### src/rtl/prs_consts.svh
`ifndef PRS_CONSTS_SVH
`define PRS_CONSTS_SVH
`define PRS_SYNC_STAGES 2
`define PRS_STRAP_W 6
`define PRS_STRAP_DEFAULT 6'h00
`define PRS_SRST_CYCLES_DEF 16
`define PRS_FUNC_CTRL_ADDR 6'h04
`define PRS_FUNC_CTRL_RESET_BIT 5
`define PRS_FUNC_CTRL_RESET 8'h41
`define PRS_RXCMD_DEFAULT 8'h00
`define PRS_PWR_RESET 2'h2
`define PRS_MARGIN_RESET 3'h0
`define PRS_APB_CTRL 12'h000
`define PRS_APB_STATUS 12'h004
`define PRS_APB_STRAP 12'h008
`define PRS_APB_BOARD 12'h00c
`endif

### src/rtl/prs_pkg.sv
package prs_pkg;
    typedef enum logic [1:0] {
        PRS_DEV_IDLE,
        PRS_DEV_SRST,
        PRS_DEV_RXCMD
    } prs_dev_state_type;
    typedef enum logic [1:0] {
        PRS_HOST_HOLD,
        PRS_HOST_RUN,
        PRS_HOST_WAIT
    } prs_host_state_type;
endpackage

### src/rtl/prs_link_if.sv
`timescale 1ns/1ps
interface prs_link_if;
    logic chip_reset_n;
    logic logic_reset_n;
    logic out_enable;
    logic [5:0] strap_o;
    logic [5:0] strap_oe;
    logic [5:0] strap_i;
    logic ulpi_direction;
    logic [7:0] ulpi_data_bus;
    logic ulpi_data_oe;
    logic srst_write;
    logic detect_loopback_req;
    logic tx_idle_req;
    logic compliance_req;
    logic rx_polarity_req;
    logic [1:0] power_select;
    logic [2:0] tx_level_margin;
    logic deemphasis_sel;
    logic rate_sel;
    logic tx_swing_sel;
    logic rx_term_ctrl;
    modport device (
        input chip_reset_n, logic_reset_n, out_enable, strap_o, strap_oe, srst_write,
        input detect_loopback_req, tx_idle_req, compliance_req, rx_polarity_req,
        input power_select, tx_level_margin, deemphasis_sel, rate_sel, tx_swing_sel,
        input rx_term_ctrl,
        output strap_i, ulpi_direction, ulpi_data_bus, ulpi_data_oe
    );
    modport host (
        output chip_reset_n, logic_reset_n, out_enable, strap_o, strap_oe, srst_write,
        output detect_loopback_req, tx_idle_req, compliance_req, rx_polarity_req,
        output power_select, tx_level_margin, deemphasis_sel, rate_sel, tx_swing_sel,
        output rx_term_ctrl,
        input strap_i, ulpi_direction, ulpi_data_bus, ulpi_data_oe
    );
endinterface

### src/rtl/prs_rst_sync.sv
`timescale 1ns/1ps
`include "prs_consts.svh"
module prs_rst_sync (
    input wire logic mclk,
    input wire logic arst_n,
    output logic srst_n
);
    logic [`PRS_SYNC_STAGES-1:0] sync_q;
    // ------------------------------------------------------------
    // Release synchroniser
    // ------------------------------------------------------------
    // Assertion is immediate; release reaches the logic on the second clean edge.
    always_ff @(posedge mclk or negedge arst_n) begin
        if (!arst_n) begin
            sync_q <= '0;
        end else begin
            sync_q <= {sync_q[`PRS_SYNC_STAGES-2:0], 1'b1}; // [RULE15]
        end
    end
    assign srst_n = sync_q[`PRS_SYNC_STAGES-1];
endmodule

### src/rtl/prs_device.sv
`timescale 1ns/1ps
`include "prs_consts.svh"
// Function
// [RULE1] Chip reset returns all state to initial.
// [RULE2] Host uses chip reset at power-on only; CTRL bit 0 lets software assert it again at any time.
// [RULE3] Host holds chip reset until supplies stable.
// [RULE4] Host drives straps before chip reset release.
// [RULE5] Straps captured at reset release, then held.
// [RULE6] Undriven straps default via internal pulls.
// [RULE7] Host drives fixed PIPE control levels in reset.
// [RULE8] Host drives de-emphasis and rate high.
// [RULE9] Host writes function control reset bit.
// [RULE10] Software reset spares ULPI logic and registers.
// [RULE11] Direction low during reset, then RX CMD.
// [RULE12] Host ignores data bus during reset.
// [RULE13] Host keeps output enable low at power-up.
// [RULE14] Output enable low disables all drivers.
// [RULE15] Reset release synchronised to the clock.
module prs_device #(
    parameter int SRST_CYCLES = `PRS_SRST_CYCLES_DEF
) (
    input wire logic mclk,
    input wire logic rst_n,
    prs_link_if.device link,
    output logic [5:0] strap_cfg,
    output logic core_reset_n,
    output logic srst_busy
);
    if (SRST_CYCLES < 1 || SRST_CYCLES > 65535) begin : g_bad_cycles
        $error("SRST_CYCLES out of range");
    end

    typedef struct packed {
        prs_pkg::prs_dev_state_type st;
        logic [15:0] cnt;
        logic [5:0] strap;
        logic [7:0] rxcmd;
        logic dir;
        logic data_oe;
        logic [7:0] data;
        logic core_rst_n;
        logic [1:0] oe_sync;
        logic [5:0] strap_s1;
        logic [5:0] strap_s2;
        logic [1:0] wr_sync;
        logic wr_last;
        logic [2:0] run;
        logic dir_pin;
        logic busy;
    } prs_dev_type;

    logic chip_srst_n;
    logic logic_srst_n;
    logic all_srst_n;
    prs_dev_type s_q;
    prs_dev_type s_d;
    logic [5:0] strap_pad;

    // ------------------------------------------------------------
    // Reset synchronisers
    // ------------------------------------------------------------
    assign all_srst_n = rst_n & link.chip_reset_n;
    prs_rst_sync u_chip_sync (
        .mclk(mclk),
        .arst_n(all_srst_n),
        .srst_n(chip_srst_n)
    );
    prs_rst_sync u_logic_sync (
        .mclk(mclk),
        .arst_n(link.logic_reset_n),
        .srst_n(logic_srst_n)
    );

    // Pins float to the pull-down default where the host leaves them undriven.
    assign strap_pad = (link.strap_o & link.strap_oe) | (`PRS_STRAP_DEFAULT & ~link.strap_oe); // [RULE6]

    // ------------------------------------------------------------
    // Next state
    // ------------------------------------------------------------
    always_comb begin
        s_d = s_q;
        s_d.oe_sync = {s_q.oe_sync[0], link.out_enable};
        s_d.strap_s1 = strap_pad;
        s_d.strap_s2 = s_q.strap_s1;
        s_d.wr_sync = {s_q.wr_sync[0], link.srst_write};
        s_d.wr_last = s_q.wr_sync[1];
        s_d.run = {s_q.run[1:0], 1'b1};
        // The samples need two edges to fill after release, so the latch stays open till then.
        if (s_q.run != 3'h7) begin
            s_d.strap = s_q.strap_s2; // [RULE5]
        end
        if (s_q.run[2] && s_q.st == prs_pkg::PRS_DEV_IDLE && !s_q.core_rst_n) begin
            s_d.core_rst_n = 1'b1;
        end
        s_d.data_oe = 1'b0;
        unique case (s_q.st)
            prs_pkg::PRS_DEV_IDLE: begin
                if (s_q.wr_sync[1] && !s_q.wr_last) begin
                    s_d.st = prs_pkg::PRS_DEV_SRST;
                    s_d.cnt = 16'(SRST_CYCLES);
                    s_d.core_rst_n = 1'b0; // [RULE10]
                end
            end
            prs_pkg::PRS_DEV_SRST: begin
                s_d.dir = 1'b0; // [RULE11]
                s_d.cnt = s_q.cnt - 16'h0001;
                if (s_q.cnt == 16'h0001) begin
                    s_d.st = prs_pkg::PRS_DEV_RXCMD;
                    s_d.core_rst_n = 1'b1;
                    s_d.dir = 1'b1;
                end
            end
            prs_pkg::PRS_DEV_RXCMD: begin
                s_d.dir = 1'b1; // [RULE11]
                s_d.data = s_q.rxcmd;
                s_d.data_oe = 1'b1;
                s_d.st = prs_pkg::PRS_DEV_IDLE;
            end
        endcase
        if (!logic_srst_n) begin
            s_d.st = prs_pkg::PRS_DEV_IDLE;
            s_d.core_rst_n = 1'b0;
            s_d.dir = 1'b0;
        end
        s_d.busy = (s_d.st == prs_pkg::PRS_DEV_SRST);
        if (!s_q.oe_sync[1] || !logic_srst_n) begin
            s_d.data_oe = 1'b0; // [RULE14]
        end
        s_d.dir_pin = s_d.dir & s_q.oe_sync[1]; // [RULE14]
    end

    // ------------------------------------------------------------
    // State register
    // ------------------------------------------------------------
    always_ff @(posedge mclk or negedge chip_srst_n) begin
        if (!chip_srst_n) begin
            s_q <= '{st: prs_pkg::PRS_DEV_IDLE, cnt: 16'h0000, strap: `PRS_STRAP_DEFAULT,
                     rxcmd: `PRS_RXCMD_DEFAULT, dir: 1'b0, data_oe: 1'b0, data: 8'h00,
                     core_rst_n: 1'b0, oe_sync: 2'h0, strap_s1: 6'h00, strap_s2: 6'h00,
                     wr_sync: 2'h0, wr_last: 1'b0, run: 3'h0, dir_pin: 1'b0,
                     busy: 1'b0}; // [RULE1]
        end else begin
            s_q <= s_d;
        end
    end

    // ------------------------------------------------------------
    // Outputs
    // ------------------------------------------------------------
    assign link.strap_i = strap_pad;
    assign link.ulpi_direction = s_q.dir_pin; // [RULE14]
    assign link.ulpi_data_bus = s_q.data;
    assign link.ulpi_data_oe = s_q.data_oe;
    assign strap_cfg = s_q.strap;
    assign core_reset_n = s_q.core_rst_n;
    assign srst_busy = s_q.busy;
endmodule

### src/flat_wrapper.sv
// flat-port wrapper written by rule: the top's interface ports become plain ports
module prs_device_flat 
#(
    parameter int SRST_CYCLES = `PRS_SRST_CYCLES_DEF
)
  (mclk, rst_n, strap_cfg, core_reset_n, srst_busy, link_chip_reset_n, link_logic_reset_n, link_out_enable, link_strap_o, link_strap_oe, link_srst_write, link_detect_loopback_req, link_tx_idle_req, link_compliance_req, link_rx_polarity_req, link_power_select, link_tx_level_margin, link_deemphasis_sel, link_rate_sel, link_tx_swing_sel, link_rx_term_ctrl, link_strap_i, link_ulpi_direction, link_ulpi_data_bus, link_ulpi_data_oe);
  prs_link_if link_i ();
  input wire logic mclk;
  input wire logic rst_n;
  output logic [5:0] strap_cfg;
  output logic core_reset_n;
  output logic srst_busy;
  input wire logic [$bits(link_i.chip_reset_n)-1:0] link_chip_reset_n;
  input wire logic [$bits(link_i.logic_reset_n)-1:0] link_logic_reset_n;
  input wire logic [$bits(link_i.out_enable)-1:0] link_out_enable;
  input wire logic [$bits(link_i.strap_o)-1:0] link_strap_o;
  input wire logic [$bits(link_i.strap_oe)-1:0] link_strap_oe;
  input wire logic [$bits(link_i.srst_write)-1:0] link_srst_write;
  input wire logic [$bits(link_i.detect_loopback_req)-1:0] link_detect_loopback_req;
  input wire logic [$bits(link_i.tx_idle_req)-1:0] link_tx_idle_req;
  input wire logic [$bits(link_i.compliance_req)-1:0] link_compliance_req;
  input wire logic [$bits(link_i.rx_polarity_req)-1:0] link_rx_polarity_req;
  input wire logic [$bits(link_i.power_select)-1:0] link_power_select;
  input wire logic [$bits(link_i.tx_level_margin)-1:0] link_tx_level_margin;
  input wire logic [$bits(link_i.deemphasis_sel)-1:0] link_deemphasis_sel;
  input wire logic [$bits(link_i.rate_sel)-1:0] link_rate_sel;
  input wire logic [$bits(link_i.tx_swing_sel)-1:0] link_tx_swing_sel;
  input wire logic [$bits(link_i.rx_term_ctrl)-1:0] link_rx_term_ctrl;
  output wire logic [$bits(link_i.strap_i)-1:0] link_strap_i;
  output wire logic [$bits(link_i.ulpi_direction)-1:0] link_ulpi_direction;
  output wire logic [$bits(link_i.ulpi_data_bus)-1:0] link_ulpi_data_bus;
  output wire logic [$bits(link_i.ulpi_data_oe)-1:0] link_ulpi_data_oe;
  assign link_i.chip_reset_n = link_chip_reset_n;
  assign link_i.logic_reset_n = link_logic_reset_n;
  assign link_i.out_enable = link_out_enable;
  assign link_i.strap_o = link_strap_o;
  assign link_i.strap_oe = link_strap_oe;
  assign link_i.srst_write = link_srst_write;
  assign link_i.detect_loopback_req = link_detect_loopback_req;
  assign link_i.tx_idle_req = link_tx_idle_req;
  assign link_i.compliance_req = link_compliance_req;
  assign link_i.rx_polarity_req = link_rx_polarity_req;
  assign link_i.power_select = link_power_select;
  assign link_i.tx_level_margin = link_tx_level_margin;
  assign link_i.deemphasis_sel = link_deemphasis_sel;
  assign link_i.rate_sel = link_rate_sel;
  assign link_i.tx_swing_sel = link_tx_swing_sel;
  assign link_i.rx_term_ctrl = link_rx_term_ctrl;
  assign link_strap_i = link_i.strap_i;
  assign link_ulpi_direction = link_i.ulpi_direction;
  assign link_ulpi_data_bus = link_i.ulpi_data_bus;
  assign link_ulpi_data_oe = link_i.ulpi_data_oe;
  prs_device #(.SRST_CYCLES(SRST_CYCLES)) u_core (.mclk(mclk), .rst_n(rst_n), .link(link_i), .strap_cfg(strap_cfg), .core_reset_n(core_reset_n), .srst_busy(srst_busy));
endmodule
### config.mk
export PLATFORM = sky130hd
export DESIGN_NAME = prs_device_flat
export DESIGN_NICKNAME = d
export VERILOG_FILES = /design/src/rtl/prs_pkg.sv /design/src/rtl/prs_link_if.sv /design/src/rtl/prs_rst_sync.sv /design/src/rtl/prs_device.sv /design/src/flat_wrapper.sv
export VERILOG_INCLUDE_DIRS = /design/src /design/src/rtl
export SDC_FILE = /design/constraint.sdc
export NUM_CORES = 1
export LEC_CHECK = 0
export BUFFER_PORTS_ARGS = -buffer_cell sky130_fd_sc_hd__buf_4
export CORE_ASPECT_RATIO = 0.8
export CORE_MARGIN = 3
export CORE_UTILIZATION = 25
export CTS_BUF_LIST = sky130_fd_sc_hd__clkbuf_16
export DETAILED_ROUTE_END_ITERATION = 7
export PLACE_DENSITY_LB_ADDON = 0.2
export SLEW_MARGIN = 30
export SYNTH_ARGS = -nofsm -noshare
export SYNTH_HDL_FRONTEND = slang
export SYNTH_HIERARCHICAL = 1
export SYNTH_SLANG_ARGS = --single-unit
### constraint.sdc
create_clock -name mclk -period 2.35 [get_ports mclk]
set_clock_uncertainty 0.1 [all_clocks]
set_input_delay 0.3525 -clock mclk [delete_from_list [all_inputs] [get_ports mclk]]
set_output_delay 0.3525 -clock mclk [all_outputs]
set_load 0.005 [all_outputs]
==> results.py <==
metrics = {
    "placement": {
        "placed_area_um2": 2731,
        "pre_cts_ws_ns": 0.2956,
        "dp_hpwl_mm": 3.213,
        "io_buffers": 33,
        "gp_congestion": 0.7889,
    },
    "sta": {
        "layout_setup_ws_ns": 0.3199,
        "hold_violations": 0,
        "tns_ns": 0,
        "fin_crit_ns": 2.030,
        "whs_ns": 0.07022,
        "setup_viol": 0,
        "fin_crit_sh_pct": 86.39,
        "rsz0062_at_grt": "no",
        "fmax_mhz": 492.6,
        "slew_violations": 0,
    },
    "clocking": {
        "cts_buffers": 5,
        "cts-htree-levels": 2,
        "cts_resized": 0,
        "postCtsHoldBufs": 3,
        "post_cts_buffers": 0,
        "cts_sinks": 53,
        "cts-root-buf": "clkbuf_16",
        "clk_latency_ns": 0.28,
        "clk_pin_slew_worst_paths_ns": 0.07,
        "clock_path_buffers": 2,
        "cts_tree": "yes",
    },
    "power_and_ir_drop": {
        "p_per_area_nw_per_um2": 871.1,
        "p_seq_share_pct": 47.5,
        "ir_worst_vdd_uv": 321.2,
        "clkPwrFrac_pct": 27.3,
        "pwr-share-comb_pct": 25.2,
        "p_int_mw": 1.719,
        "switchingPower_uw": 808.6,
        "finalPower_mw": 2.527,
        "swShare_pct": 31.99,
        "p_leak_nw": 1.348,
    },
    "routing": {
        "vias_per_cell": 4.395,
        "avgRoutedWirePerCell_um": 12.27,
        "drc": 0,
        "firstDrtPassIters": 4,
        "ant_nets": 0,
        "routed_wirelength_mm": 4.440,
        "vias": 1591,
        "drt_iter0_markers": 52,
    },
    "hold_path": {
        "min_from": "link_srst_write",
        "hold_path.class": "input pin to flop",
    },
    "grt": {
        "antenna_found_initial": 0,
        "grt_pass1_wl_mm": 7.500,
        "first_global_vias": 1542,
        "grt_overflow_total": 0,
        "grt_max_degree": 33,
        "track_usage_pct": 8.642,
    },
    "setup_path": {
        "r2r-start": "u_core/s_q[48]",
        "startpoint": "u_core/s_q[48]",
        "critPathMaxFanout": 5,
        "cp-end-kind": "flop",
        "slowest_stage": "dfrtp_1",
        "worstPathArrival_ns": 2.11,
        "worstPathCellList": "inv_1 > ha_1 > nor3b_4 > nand2_1 > or3_1 > o311ai_1",
        "startpoint_type": "flop",
        "critPathRequiredTime_ns": 2.43,
        "cpPeakStageDelay_ns": 0.43,
        "path_class": "flop to flop",
    },
    "synth": {
        "synth-seq-cells": 53,
        "yosysSeqAreaShare_pct": 55.09,
        "syn_area_per_cell_um2": 11.25,
        "synth_edf_count": 0,
        "syn-cell-area_um2": 2407,
        "yosysWarnings": 6,
        "synthArstFlopShare_pct": 100.0,
        "synth_cell_types": 43,
        "synth_flop_cell": "dfrtp_1",
        "syn_inst": 214,
    },
    "layout": {
        "design_area_um2": 2902,
        "num-nets-final": 282,
        "drive_gt1_share_pct": 24.70,
        "layout_commonest_cell": "dfrtp_1",
        "area_growth_pct": 20.53,
        "layout_common_cells": "dfrtp_1 (52), buf_4 (39), nand2_1 (18), o21ai_0 (12)",
        "antenna_cells": 0,
    },
    "die": {
        "die_h_um": 93.77,
        "start_util_pct": 26.08,
        "coreArea_um2": 9231,
        "io_pins": 55,
        "row_count": 31,
        "die-area_um2": 10850,
        "fp.dieW_um": 115.7,
    },
    "run_status": {
        "status": "finished clean",
    },
    "run": {
        "drv_cap": 0,
    },
}
## critical path: cells and delay by family, from the launching register on
family                   cells  cell delay (ns)
AO/OA/AOI/OAI                1             0.26
adder cells (fa/ha/maj)      1             0.19
buffers and inverters        1             0.12
flip-flops                   1             0.43
AND/OR/NAND/NOR              3             0.82
## sequential cells by signal (all words and copies together), names as in the netlist
name                        cells
u_core/link.ulpi_direction      1
u_core/strap_cfg                6
u_core/u_chip_sync/sync_q       2
u_core/s_q                     28
u_core/srst_busy                1
u_core/u_logic_sync/sync_q      2
u_core/link.ulpi_data_oe        1
u_core/core_reset_n             1
u_core/s_d                     11
## final timing paths
kind	slack, ns	depth (start not counted)	to
max	0.32	6	u_core/s_q[55]
min	0.07	1	u_core/s_d[7]
max reg2reg	0.32	6	u_core/s_q[55]
min reg2reg	0.11	0	u_core/s_d[7]
max in group asynchronous	1.10	4	u_core/u_chip_sync/sync_q[1]
min in group asynchronous	0.11	0	u_core/s_d[7]
## cell families (layout without fill, tap and decap cells)
group                    Yosys count  count (layout)  share of synthesized area (%)
buffers and inverters             35              61                          8.888
AO/OA/AOI/OAI                     38              38                          10.19
AND/OR/NAND/NOR                   67              67                          17.31
other                              4              11                         0.6235
multiplexers                      12              12                          5.301
flip-flops                        53              53                          55.09
adder cells (fa/ha/maj)            5               5                          2.599
## routing by layer
layer	vias to the layer above	track usage (%)	routed length, µm
met2	30	12.43	1816
met3	2	2.640	241
met4	0	1.159	11
met1	765	13.02	2371
li1	794	-	-
met5	-	0	0
## cells in the mapped netlist (6+ instances only)
cell type / n / share of area (%)
o21ai_0: 12 / 2.5
inv_1: 9 / 1.4
nand3_1: 9 / 1.9
a21oi_1: 8 / 1.7
dfrtp_1: 53 / 55
nor3_1: 6 / 1.2
and2_1: 7 / 1.8
nand2_1: 18 / 2.8
mux2_2: 6 / 2.8
mux2i_1: 6 / 2.5
buf_4: 20 / 6.2
## layout make-up
| class | instances | area, µm² |
|---|---|---|
| multi-input cells | 133 | 893.4 |
| inverters | 9 | 33.78 |
| well taps | 115 | 143.9 |
| clock inverters | 3 | 15.01 |
| clock buffers | 5 | 125.1 |
| repair buffers | 44 | 362.8 |
| flip-flops and latches | 53 | 1328 |
| fillers | 957 | 6330 |
## power groups by stage
stage / Combinational [mW] / Clock, mW / Sequential, mW
3_5_place_dp: 0.637 / 0 / 1.22
5_1_grt: 0.721 / 0.760 / 1.23
4_1_cts: 0.644 / 0.718 / 1.20
3_3_place_gp: 0.632 / 0 / 1.22
6_report: 0.638 / 0.690 / 1.20
2_1_floorplan: 0.500 / 0 / 1.18
## metrics by stage
stage | utilization [%] | std cells
after floorplan | - | 221
after global placement | 29.59 | 351
after detailed placement | 29.59 | 351
after CTS | 31.43 | 362
after global routing | 31.43 | 362
final | 31.43 | 362
Note: power is estimated with default switching activity, not from simulation.
